**src/rtl/wps_defines.vh**
```
`ifndef WPS_DEFINES_VH
`define WPS_DEFINES_VH

// power states
`define WPS_ST_RESET     3'h0
`define WPS_ST_LISTEN    3'h1
`define WPS_ST_DEEP      3'h2
`define WPS_ST_SLEEP_XO  3'h3
`define WPS_ST_SNOOZE    3'h4
`define WPS_ST_WAKE      3'h5

// low-power clock presence: edges must come within this many mclk cycles
// 32.768 kHz period is about 1526 cycles at 50 MHz; allow twice that
`define WPS_LPCLK_TIMEOUT 12'h0_BEC
// oscillator restart settle time before host interface is usable
`define WPS_XO_SETTLE     12'h0_040
// beacon interval, counted in low-power clock edges
`define WPS_BEACON_TICKS  12'h0_0C8
// beacon listen window, mclk cycles
`define WPS_LISTEN_CYC    12'h0_100

`endif

```
**src/rtl/wps_power_ctrl.v**
```verilog
`timescale 1ns/1ps
`include "wps_defines.vh"

module wps_power_ctrl #(
	parameter CNT_W = 12
) (
	// clock, reset, enable
	input  wire mclk,
	input  wire rst,
	input  wire clk_en,
	// pins from the host
	input  wire chip_reset_low,
	input  wire wake_request_pin,
	input  wire host_port_select,
	input  wire low_power_clock_in,
	// firmware status
	input  wire power_save_en,
	input  wire associated,
	input  wire traffic_pending,
	input  wire xo_must_run,
	input  wire snooze_pref,
	// outputs
	output reg  [2:0] power_state,
	output reg        crystal_oscillator_en,
	output reg        host_if_en,
	output reg        host_accept,
	output reg        host_if_sdio,
	output reg        core_reset,
	output reg        low_power_clock_in_present
);

////////////////////////////////////////////////////////////////////////////////
// pin synchronisers

reg [1:0] rstn_sync_q;
reg [1:0] wake_sync_q;
reg [1:0] sel_sync_q;
reg [1:0] lpc_sync_q;
reg       lpc_prev_q;
reg       rstn_prev_q;

// two flops on every pin before any logic reads it
always @(posedge mclk) begin
	if (rst) begin
		rstn_sync_q <= 2'h0;
		wake_sync_q <= 2'h0;
		sel_sync_q  <= 2'h0;
		lpc_sync_q  <= 2'h0;
		lpc_prev_q  <= 1'b0;
		rstn_prev_q <= 1'b0;
	end else if (clk_en) begin
		rstn_sync_q <= {rstn_sync_q[0], chip_reset_low};
		wake_sync_q <= {wake_sync_q[0], wake_request_pin};
		sel_sync_q  <= {sel_sync_q[0], host_port_select};
		lpc_sync_q  <= {lpc_sync_q[0], low_power_clock_in};
		lpc_prev_q  <= lpc_sync_q[1];
		rstn_prev_q <= rstn_sync_q[1];
	end
end

wire rstn_s    = rstn_sync_q[1];
wire wake_s    = wake_sync_q[1];
wire lpc_rise  = lpc_sync_q[1] & ~lpc_prev_q;
wire rstn_rise = rstn_s & ~rstn_prev_q;

////////////////////////////////////////////////////////////////////////////////
// low-power clock detector

reg [CNT_W-1:0] lpc_cnt_q;

// a stuck pin (tied to ground when unused) times out as absent
// the counter saturates at the limit so it cannot wrap into a false present;
// an edge in the same cycle as the timeout wins, keeping the clock present.
// limitation: a clock far below nominal is reported absent, which only
// costs power (oscillator kept on), never a missed wake-up
always @(posedge mclk) begin
	if (rst) begin
		lpc_cnt_q      <= {CNT_W{1'b0}};
		low_power_clock_in_present <= 1'b0;
	end else if (clk_en) begin
		if (lpc_rise) begin
			lpc_cnt_q      <= {CNT_W{1'b0}};
			low_power_clock_in_present <= 1'b1;
		end else if (lpc_cnt_q == `WPS_LPCLK_TIMEOUT) begin
			low_power_clock_in_present <= 1'b0;
		end else begin
			lpc_cnt_q <= lpc_cnt_q + 1'b1;
		end
	end
end

////////////////////////////////////////////////////////////////////////////////
// power state machine

reg [2:0]       state_q;
reg [CNT_W-1:0] tmr_q;

// idle means nothing to send and, when not associated, no host wake request
// wake request is checked again in may_sleep because the host keeps it
// low whenever sleep is allowed; a high level always keeps us awake.
// deep sleep is preferred when possible, since it saves the most power
wire idle      = ~traffic_pending & (associated | ~wake_s);
wire may_sleep = power_save_en & idle & ~wake_s;
wire use_deep  = low_power_clock_in_present & ~xo_must_run;

always @(posedge mclk) begin
	if (rst) begin
		state_q <= `WPS_ST_RESET;
		tmr_q   <= {CNT_W{1'b0}};
	end else if (clk_en) begin
		if (!rstn_s) begin
			// held in reset whatever else happens
			state_q <= `WPS_ST_RESET;
			tmr_q   <= {CNT_W{1'b0}};
		end else begin
			case (state_q)
				`WPS_ST_RESET: begin
					// full start-up only on the release edge
					if (rstn_rise) begin
						state_q <= `WPS_ST_WAKE;
						tmr_q   <= {CNT_W{1'b0}};
					end
				end
				`WPS_ST_LISTEN: begin
					if (tmr_q != `WPS_LISTEN_CYC)
						tmr_q <= tmr_q + 1'b1;
					// stays listening unless power save allows otherwise
					if (may_sleep && tmr_q == `WPS_LISTEN_CYC) begin
						tmr_q <= {CNT_W{1'b0}};
						if (use_deep)
							state_q <= `WPS_ST_DEEP;
						else if (snooze_pref && !low_power_clock_in_present && !xo_must_run)
							state_q <= `WPS_ST_SNOOZE;
						else
							state_q <= `WPS_ST_SLEEP_XO;
					end
				end
				`WPS_ST_DEEP, `WPS_ST_SLEEP_XO, `WPS_ST_SNOOZE: begin
					// beacon wake counted on low-power clock edges
					if (lpc_rise)
						tmr_q <= tmr_q + 1'b1;
					if (wake_s || traffic_pending || !power_save_en ||
					    (lpc_rise && tmr_q == `WPS_BEACON_TICKS - 1'b1) ||
					    (state_q != `WPS_ST_DEEP && tmr_q == `WPS_BEACON_TICKS)) begin
						// oscillator must settle before host port opens
						state_q <= (state_q == `WPS_ST_DEEP) ? `WPS_ST_WAKE
						                                      : `WPS_ST_LISTEN;
						tmr_q   <= {CNT_W{1'b0}};
					end
				end
				`WPS_ST_WAKE: begin
					if (tmr_q == `WPS_XO_SETTLE) begin
						state_q <= `WPS_ST_LISTEN;
						tmr_q   <= {CNT_W{1'b0}};
					end else begin
						tmr_q <= tmr_q + 1'b1;
					end
				end
				default: begin
					state_q <= `WPS_ST_RESET;
					tmr_q   <= {CNT_W{1'b0}};
				end
			endcase
		end
	end
end

////////////////////////////////////////////////////////////////////////////////
// registered outputs

// host port select is caught on the reset release edge only
always @(posedge mclk) begin
	if (rst) begin
		host_if_sdio <= 1'b0;
	end else if (clk_en && rstn_rise) begin
		host_if_sdio <= sel_sync_q[1];
	end
end

// outputs follow the state one cycle later
// all outputs in this block come from the same registered state, so they never disagree;
// the price is one extra cycle between a state change and the pins
always @(posedge mclk) begin
	if (rst) begin
		power_state           <= `WPS_ST_RESET;
		crystal_oscillator_en <= 1'b0;
		host_if_en            <= 1'b0;
		host_accept           <= 1'b0;
		core_reset            <= 1'b1;
	end else if (clk_en) begin
		power_state           <= state_q;
		// oscillator off only in deep sleep and reset
		crystal_oscillator_en <= (state_q != `WPS_ST_DEEP) &&
		                         (state_q != `WPS_ST_RESET);
		host_if_en            <= (state_q != `WPS_ST_DEEP) &&
		                         (state_q != `WPS_ST_RESET);
		// host traffic only once the oscillator has settled
		host_accept           <= (state_q == `WPS_ST_LISTEN) ||
		                         (state_q == `WPS_ST_SLEEP_XO) ||
		                         (state_q == `WPS_ST_SNOOZE);
		core_reset            <= (state_q == `WPS_ST_RESET);
	end
end

endmodule // wps_power_ctrl

```
**config.mk**
```make
export PLATFORM = sky130hd
export DESIGN_NAME = wps_power_ctrl
export DESIGN_NICKNAME = d
export VERILOG_FILES = /design/src/rtl/wps_power_ctrl.v
export VERILOG_INCLUDE_DIRS = /design/src /design/src/rtl
export SDC_FILE = /design/constraint.sdc
export NUM_CORES = 1
export LEC_CHECK = 0
export ABC_AREA = 1
export CAP_MARGIN = 25
export CORE_MARGIN = 3
export CORE_UTILIZATION = 45
export CTS_BUF_LIST = sky130_fd_sc_hd__clkbuf_8
export DETAILED_ROUTE_END_ITERATION = 8
export DONT_BUFFER_PORTS = 1
export PLACE_DENSITY = 0.64
export SLEW_MARGIN = 10
export SYNTH_ARGS = -nofsm -noshare
export SYNTH_HDL_FRONTEND = slang
export SYNTH_SLANG_ARGS = --single-unit
```
**constraint.sdc**
```tcl
create_clock -name mclk -period 1.9 [get_ports mclk]
set_clock_uncertainty 0.05 [all_clocks]
set_input_delay 0.19 -clock mclk [delete_from_list [all_inputs] [get_ports mclk]]
set_output_delay 0.19 -clock mclk [all_outputs]
set_load 0.02 [all_outputs]
```
==> impl_metrics.csv, run 1 <==
group,metric,value,unit
floorplanning,die_area,0.00664,sq mm
grt,grt_pass1_wl,9690,microns
detailed_routing,drt-initial-drc-count,76,
setup_path,crit_start,"lpc_cnt_q[0]",
detailed_routing,vias,2306,
layout,multiInputGateArea,0.00143,sq mm
place,dp_hpwl,3910,microns
layout,drive_above_1_share,0.146,
clocking,cts_buffer_depth,2,
setup_path,reg2reg_from,"lpc_cnt_q[0]",
layout,final_common_cell,"nand2_1",
sta,setup_slack,196,ps
setup_path,r2r_end,"lpc_cnt_q[4]",
floorplanning,die_y,81.5,microns
power,pwr_density_cell,668,mW/mm^2
hold_path,min_from,"clk_en",
power,power_leakage,0.00111,uW
grt,antenna_found_initial,0,
layout,ff_latch_area,903,sq um
layout,fill_cells,550,
setup_path,crit_path_end_kind,"flop",
detailed_routing,drc,0,
clocking,clock-root-buffer,"clkbuf_8",
sta,slew_viol_final,0,
yosys,yosysUniqueCellTypes,36,
grt,gr-total-overflow,0,
sta,setup_violations,0,
detailed_routing,wl,5410,microns
grt,grt_pass1_vias,2143,
grt,grt_max_degree,22,
hold_path,holdPathEnd,"lpc_cnt_q[0]",
sta,hold_viol,0,
place,pre_cts_slack,139,ps
detailed_routing,viasPerCell,4.95,
clocking,clkSinkCount,45,
setup_path,reg2reg_depth,12,
sta,fmax,587,MHz
setup_path,crit_type,"reg -> reg",
floorplanning,die_w,81.5,microns
place,postPlaceCellArea,0.00262,sq mm
clocking,h-tree-depth,2,
detailed_routing,ant_nets,0,
setup_path,r2r_setup_slack,200,ps
clocking,numCtsBuffers,5,
clocking,clk_latency,310,ps
sta,tightest_slew,878,ps
yosys,postSynthCellCount,388,
floorplanning,rows,26,
layout,antennaDiodeCount,0,
yosys,syn_nets,404,
sta,rsz0062_at_grt,"false",
yosys,synth.avg_cell_area,6.61,sq um
setup_path,critPathMaxFanout,7,
hold_path,whs_path_depth,3,
setup_path,critPathLaunchType,"flop",
floorplanning,coreArea,0.00530,sq mm
job,maxCapViolations,0,
layout,design_area,0.00280,sq mm
sta,fin_crit_sh,0.897,
setup_path,cp_data_required_time,2060,ps
sta,holdWs,20.7,ps
layout,nets,411,
outcome,status,"finished, final reports clean",
detailed_routing,dr.pass1.iters,4,
setup_path,critPathArrivalTime,1860,ps
yosys,yosysSeqAreaShare,0.351,
place,routabilityCongestion,0.856,
grt,grt_use_total,0.186,
power,ir_drop,496,uV
place,io_buffers,0,
clocking,path_clk_slew,100,ps
floorplanning,initial_core_util,0.484,
sta,finalCriticalPeriod,1700,ps
layout,layout_common_cells,"nand2_1, nor2_1, dfxtp_1",
yosys,syn_area,0.00256,sq mm
hold_path,hold_class,"in -> reg",
floorplanning,io_pins,21,
detailed_routing,avgRoutedWirePerCell,11.6,microns
yosys,ys_seq_elements,45,
clocking,cts_tree,"built",
yosys,yosysWarningCount,0,
layout,area_delta_synth_final,9.27,%
sta,tns,0,ps
sta,relSlewSlack,0.413,
[logic make-up after synthesis]
group / Yosys count / synth area share
adder cells (fa/ha/maj): 4 / 0.0195
XOR/XNOR: 6 / 0.0205
AND/OR/NAND/NOR: 213 / 0.366
flip-flops: 45 / 0.351
buffers and inverters: 58 / 0.0990
AO/OA/AOI/OAI: 62 / 0.143
[worst max-delay path, cell delays in order (launching register included)]
cell and delay (ps):
dfxtp_1 340, inv_1 80, ha_1 200, nand2_1 60, nor2_1 40, nand3_1 130
nand2_2 80, nand2_2 140, inv_2 100, nor2_2 120, nand2_1 80, o21ai_1 120
a21oi_1 50
[state kept, by name, indices dropped and copies added, names as in the netlist, 2 cells and up]
signal,count
sel_sync_q,2
lpc_cnt_q,12
wake_sync_q,2
lpc_sync_q,2
state_q,3
rstn_sync_q,2
power_state,3
tmr_q,12
[layout make-up]
cell class	count	share of cell area
clock buffers	6	0.0295
clock inverters	2	0.00580
inverters	45	0.0603
multi-input cells	285	0.511
flip-flops and latches	45	0.322
well taps	70	0.0312
repair buffers	13	0.0402
[per-layer routing]
layer / share of wire / vias up / GRT usage / wire, microns
met5: 0 / - / 0 / 0
li1: - / 1248 / - / -
met2: 0.44 / 35 / 0.288 / 2390
met4: 0.017 / 0 / 0.0693 / 93
met3: 0.040 / 9 / 0.0493 / 215
met1: 0.50 / 1014 / 0.248 / 2720
[synthesized netlist by cell type]
master	number	area [sq um]
nand2_1	82	308
nor2_1	75	282
dfxtp_1	45	901
inv_1	41	154
a21oi_1	26	130
nand3_1	20	100
o21ai_0	18	90.1
a21oi_2	8	70.1
nor2_2	7	43.8
nand4_1	6	37.5
nor3_1	6	30.0
nand2_2	5	31.3
o21ai_2	5	43.8
clkbuf_1	4	15.0
ha_1	4	50.1
inv_2	4	15.0
xor2_1	4	35.0
buf_4	3	22.5
buf_6	3	33.8
and3_1	2	12.5
buf_2	2	10.0
nand3b_1	2	15.0
nor2_4	2	22.5
xnor2_1	2	17.5
a211oi_1	1	7.51
a21o_1	1	7.51
a31oi_1	1	6.26
buf_1	1	3.75
nand2_4	1	11.3
nand3_2	1	10.0
nand4_2	1	12.5
nor3_2	1	10.0
nor3b_1	1	7.51
nor4_1	1	6.26
o211ai_1	1	7.51
o21ai_1	1	5.00
[worst max-delay path by stage]
stage / slack [ps] / depth (start not counted) / end
2_1_floorplan: 280 / 12 / lpc_cnt_q[4]
3_3_place_gp: 160 / 12 / tmr_q[10]
3_5_place_dp: 140 / 12 / tmr_q[10]
4_1_cts: 80 / 12 / tmr_q[10]
5_1_grt: 10 / 11 / tmr_q[9]
6_report: 200 / 12 / lpc_cnt_q[4]
[where the power goes]
part / total, uW / switching, uW / leakage, uW / internal, uW
combinational: 207 / 137 / 0.000698 / 69.7
sequential: 1010 / 37.4 / 0.000368 / 973
clock: 655 / 355 / 0.0000478 / 300
[stage by stage]
stage | total power (uW) | util | instances
after CTS | 1900 | 0.524 | 466
final | 1870 | 0.529 | 466
after floorplan | 1190 | - | 388
after global routing | 1970 | 0.529 | 466
after global placement | 1210 | 0.494 | 452
after detailed placement | 1220 | 0.494 | 452
[timing repair]
action	CTS	global route
setup endpoints to repair	0	13
gates resized for setup	0	9
hold buffers	6	0
setup buffers	0	0
endpoints found under the hold margin	27	0
No activity file was read; power rests on OpenSTA's default activity.
==> run 2, diff against run 1 <==
--- a/config.mk
+++ b/config.mk
@@ -8,11 +8,13 @@
 export LEC_CHECK = 0
 export ABC_AREA = 1
 export CAP_MARGIN = 25
+export CORE_ASPECT_RATIO = 1.25
 export CORE_MARGIN = 3
 export CORE_UTILIZATION = 45
 export CTS_BUF_LIST = sky130_fd_sc_hd__clkbuf_8
 export DETAILED_ROUTE_END_ITERATION = 8
 export DONT_BUFFER_PORTS = 1
+export MAX_ROUTING_LAYER = met4
 export PLACE_DENSITY = 0.64
 export SLEW_MARGIN = 10
 export SYNTH_ARGS = -nofsm -noshare
==> impl_metrics.csv, run 2 (synthesized netlist as in run 1, its figures left out) <==
group,metric,value,unit
detailed_routing,vias,2343,
sta,fin_crit_sh,0.898,
grt,grt_max_degree,22,
detailed_routing,drc,0,
grt,gr-total-overflow,0,
detailed_routing,dr.pass1.iters,4,
clocking,path_clk_slew,90,ps
clocking,cts_tree,"built",
layout,finalCoreUtilization,0.522,
power,power_leakage,0.00113,uW
setup_path,critPathLaunchType,"flop",
grt,grt_pass1_wl,10100,microns
clocking,clkSinkCount,45,
floorplanning,coreArea,0.00548,sq mm
setup_path,crit_type,"reg -> reg",
floorplanning,die_w,73.5,microns
sta,tightest_slew,880,ps
sta,holdWs,11.5,ps
floorplanning,rows,30,
detailed_routing,viasPerCell,5.08,
layout,final_cells,461,
floorplanning,initial_core_util,0.468,
place,place_inst,446,
layout,nets,412,
outcome,status,"finished, final reports clean",
floorplanning,die_y,90.4,microns
layout,drive_above_1_share,0.156,
detailed_routing,avgRoutedWirePerCell,12.5,microns
clocking,clk_latency,300,ps
hold_path,hold_class,"in -> reg",
power,ir_drop,336,uV
floorplanning,die_area,0.00665,sq mm
place,routabilityCongestion,0.912,
sta,finalCriticalPeriod,1710,ps
clocking,h-tree-depth,2,
layout,area_delta_synth_final,11.6,%
layout,final_common_cell,"nand2_1",
detailed_routing,wl,5760,microns
sta,slew_viol_final,0,
sta,fmax,586,MHz
power,pwr_density_cell,724,mW/mm^2
layout,antennaDiodeCount,0,
clocking,cts_buffer_depth,2,
grt,grt_use_total,0.192,
setup_path,cp_data_required_time,2040,ps
detailed_routing,ant_nets,0,
layout,layout_common_cells,"nand2_1, nor2_1, dfxtp_1",
layout,biggestRegsByFlops,"lpc_cnt_q x12, tmr_q x12",
grt,grt_pass1_vias,2258,
clocking,clock-root-buffer,"clkbuf_8",
sta,relSlewSlack,0.412,
detailed_routing,drt-initial-drc-count,102,
sta,rsz0062_at_grt,"false",
setup_path,crit_path_end_kind,"flop",
clocking,numCtsBuffers,5,
sta,hold_viol,0,
grt,antenna_found_initial,0,
place,io_buffers,0,
floorplanning,io_pins,21,
job,maxCapViolations,0,
setup_path,critPathArrivalTime,1850,ps
setup_path,critPathMaxFanout,7,
sta,setup_violations,0,
place,dp_hpwl,4110,microns
sta,tns,0,ps
[run 2: power breakdown]
part | internal, uW | total, uW | switching [uW]
combinational | 71.5 | 216 | 144
clock | 522 | 845 | 323
sequential | 973 | 1010 | 37.4
total | 1570 | 2070 | 504
[run 2: path summary, 6_finish.rpt]
path / slack (ps) / startpoint / end / cells after the start
hold / removal: 10 / clk_en / host_if_sdio / 2
setup reg to reg: 190 / lpc_cnt_q[0] / lpc_cnt_q[4] / 12
setup / recovery: 190 / lpc_cnt_q[0] / lpc_cnt_q[4] / 12
hold reg to reg: 440 / rstn_prev_q / rstn_prev_q / 2
[run 2: critical path, stage by stage, from the launching register on]
cell,delay [ps]
dfxtp_1,340
inv_1,80
ha_1,200
nand2_1,70
nor2_1,40
nand3_1,120
nand2_2,80
nand2_2,140
inv_2,100
nor2_2,120
nand2_1,80
o21ai_1,120
a21oi_1,50
[run 2: what timing repair did]
item                                    CTS  global route
hold buffers                              6             0
resized for setup                         0            13
endpoints found under the setup margin    0            16
setup buffers                             0             0
endpoints found under the hold margin    25             0
[run 2: final cells by class]
class	instances	area, sq um
inverters	45	169
clock inverters	3	65.1
clock buffers	5	68.8
well taps	64	80.1
multi-input cells	286	1460
flip-flops and latches	45	905
fillers	547	2620
repair buffers	13	113
[run 2: per-layer routing]
layer / vias to the layer above / global-route usage / share of wire
met2: 26 / 0.329 / 0.51
li1: 1250 / - / -
met5: - / - / 0
met3: 6 / 0.0334 / 0.028
met1: 1061 / 0.228 / 0.45
met4: 0 / 0.0483 / 0.011
[run 2: stage by stage]
step                total power [uW]  setup slack, ps  area [sq um]
finish                          2070              193          2860
global placement                1220              147          2610
CTS                             2100             45.4          2810
global route                    2180             5.01          2860
floorplan                       1190              283          2560
detailed placement              1220              107          2610
==> run 3, diff against run 2 <==
--- a/config.mk
+++ b/config.mk
@@ -6,7 +6,6 @@
 export SDC_FILE = /design/constraint.sdc
 export NUM_CORES = 1
 export LEC_CHECK = 0
-export ABC_AREA = 1
 export CAP_MARGIN = 25
 export CORE_ASPECT_RATIO = 1.25
 export CORE_MARGIN = 3
==> impl_metrics.csv, run 3 <==
group,metric,value,unit
outcome,status,"complete, but fails checks",
outcome,violations,"negative hold slack, negative setup slack",
grt,gr-total-overflow,0,
setup_path,critPathMaxFanout,6,
detailed_routing,avgRoutedWirePerCell,14.8,microns
detailed_routing,dr.pass1.iters,4,
layout,ff_latch_area,903,sq um
floorplanning,initial_core_util,0.485,
yosys,synth.avg_cell_area,8.21,sq um
floorplanning,coreArea,0.00490,sq mm
floorplanning,die_area,0.00620,sq mm
clocking,path_clk_slew,90,ps
detailed_routing,viasPerCell,5.63,
setup_path,critPathLaunchType,"flop",
clocking,clkSinkCount,45,
grt,antenna_found_initial,0,
yosys,postSynthCellCount,290,
clocking,cts_tree,"built",
clocking,clock-root-buffer,"clkbuf_8",
clocking,numCtsBuffers,5,
grt,grt_use_total,0.211,
yosys,synth.most_common_cell,"dfxtp_1",
yosys,synth-async-reset-ratio,0,
layout,final_common_cell,"buf_4",
place,routabilityCongestion,0.835,
layout,fill_cells,409,
yosys,ys_seq_elements,45,
power,pwr_density_cell,584,mW/mm^2
layout,design_area,0.00321,sq mm
yosys,synth.area.top_cells,"dfxtp_1, nor2_1, mux2i_1, nand3_1, nand2_1",
sta,tightest_slew,416,ps
power,power_leakage,0.00130,uW
sta,slew_viol_final,0,
sta,finalCriticalPeriod,2080,ps
setup_path,crit_type,"reg -> reg",
floorplanning,rows,28,
yosys,yosysSeqAreaShare,0.379,
sta,holdWs,-100,ps
clocking,h-tree-depth,2,
detailed_routing,drc,0,
sta,fmax,480,MHz
yosys,synth_ff_type,"dfxtp_1",
clocking,cts_buffer_depth,2,
sta,relSlewSlack,0.722,
clocking,ctsHoldBuffers,17,
sta,tns,-1440,ps
setup_path,critPathArrivalTime,2270,ps
clocking,clk_latency,300,ps
detailed_routing,wl,6060,microns
layout,drive_above_1_share,0.241,
power,ir_drop,363,uV
grt,grt_pass1_vias,2220,
layout,multiInputGateArea,0.00145,sq mm
setup_path,crit_path_end_kind,"flop",
sta,hold_viol,12,
place,dp_hpwl,3960,microns
layout,nets,364,
place,postPlaceCellArea,0.00275,sq mm
floorplanning,die_y,87.3,microns
layout,area_delta_synth_final,35.0,%
yosys,yosysWarningCount,0,
setup_path,r2r_setup_slack,-180,ps
sta,setup_violations,15,
yosys,synth_top_area_frac,0.379,
floorplanning,die_w,71.0,microns
detailed_routing,drt-initial-drc-count,132,
grt,grt_pass1_wl,10200,microns
grt,grt_max_degree,39,
sta,rsz0062_at_grt,"true",
layout,biggestRegsByFlops,"lpc_cnt_q x12, tmr_q x12",
sta,setup_slack,-185,ps
yosys,yosysUniqueCellTypes,55,
setup_path,cp_data_required_time,2090,ps
yosys,syn_area,0.00238,sq mm
layout,antennaDiodeCount,0,
sta,fin_crit_sh,1.10,
hold_path,hold_class,"in -> reg",
detailed_routing,ant_nets,0,
job,maxCapViolations,0,
place,io_buffers,0,
layout,layout_common_cells,"buf_4, dfxtp_1, nor2_1",
yosys,syn_nets,306,
detailed_routing,vias,2304,
yosys,synth_edf_count,0,
yosys,yosysTopAreaCell,"dfxtp_1",
yosys,synth.top_cells.by_count,"dfxtp_1, nor2_1, nand2_1, nand3_1, mux2i_1",
floorplanning,io_pins,21,
==> run 3: cell count changes after synthesis, sizes merged, moves of 4 or more <==
cell    change
nor2       -41
or3         +5
inv        -38
nand4b      +4
clkbuf      +4
a21oi      -22
o21ai      -12
mux2i      +14
nand2      -61
==> run 3: what timing repair did <==
action / 4_1_cts / 5_1_grt
gates resized for setup: 8 / 15
setup endpoints to repair: 15 / 16
pin swaps: 1 / 8
buffers inserted: 2 / 3
endpoints found under the hold margin: 29 / 12
cloned: 0 / 2
==> run 3: worst max-delay path: stages, from the launching register on <==
cell and delay, ps:
dfxtp_2 330, or3_4 400, buf_4 150, nor3_4 130, a21o_2 190, a21oi_4 70, buf_12 130, or4_1 410
a21oi_1 160
==> run 3: cell type report <==
| cell class | instances | area share |
|---|---|---|
| Clock buffer | 6 | 0.0257 |
| Timing Repair Buffer | 70 | 0.199 |
| Sequential cell | 45 | 0.281 |
| Tap cell | 60 | 0.0234 |
| Clock inverter | 2 | 0.0117 |
| Inverter | 8 | 0.00935 |
| Multi-Input combinational cell | 218 | 0.450 |
==> run 3: stage by stage <==
stage	worst slack (ps)	power (uW)	util	cells	hold WS, ps
final	-185	1880	0.655	409	-100
after global routing	-241	1950	0.655	409	-113
after CTS	-128	1880	0.629	404	-112
after detailed placement	-163	1100	0.560	377	218
after global placement	-161	1100	0.560	377	217
after floorplan	33.0	1090	-	290	287
==> run 3: final timing paths <==
path,start,end,cells past startpoint
hold reg to reg,lpc_cnt_q[11],lpc_cnt_q[11],2
hold / removal,rst,tmr_q[10],1
setup / recovery,tmr_q[10],state_q[2],8
setup reg to reg,tmr_q[10],state_q[2],8
==> run 3: logic make-up after synthesis <==
kind of cell / after synthesis / synth area share
fa+ha+maj: 4 / 0.0210
flops: 45 / 0.379
simple gates: 145 / 0.328
mux: 14 / 0.0589
buf+inv: 27 / 0.0515
xor+xnor: 9 / 0.0331
compound gates: 46 / 0.129
==> run 3: per-layer routing <==
layer  vias to the layer above  part of all wire  global-route usage
li1                       1147                 -                   -
met1                      1093              0.43               0.247
met2                        48              0.50               0.350
met3                        16             0.039              0.0427
met4                         0             0.022              0.0889
met5                         -                 0                   -
==> run 3: power by group <==
part           leakage (uW)  total, uW  switching, uW  internal (uW)
Clock             0.0000574        758            330            428
Sequential         0.000366        983           22.4            960
Combinational      0.000873        136           60.1           75.9
Total               0.00130       1880            413           1460
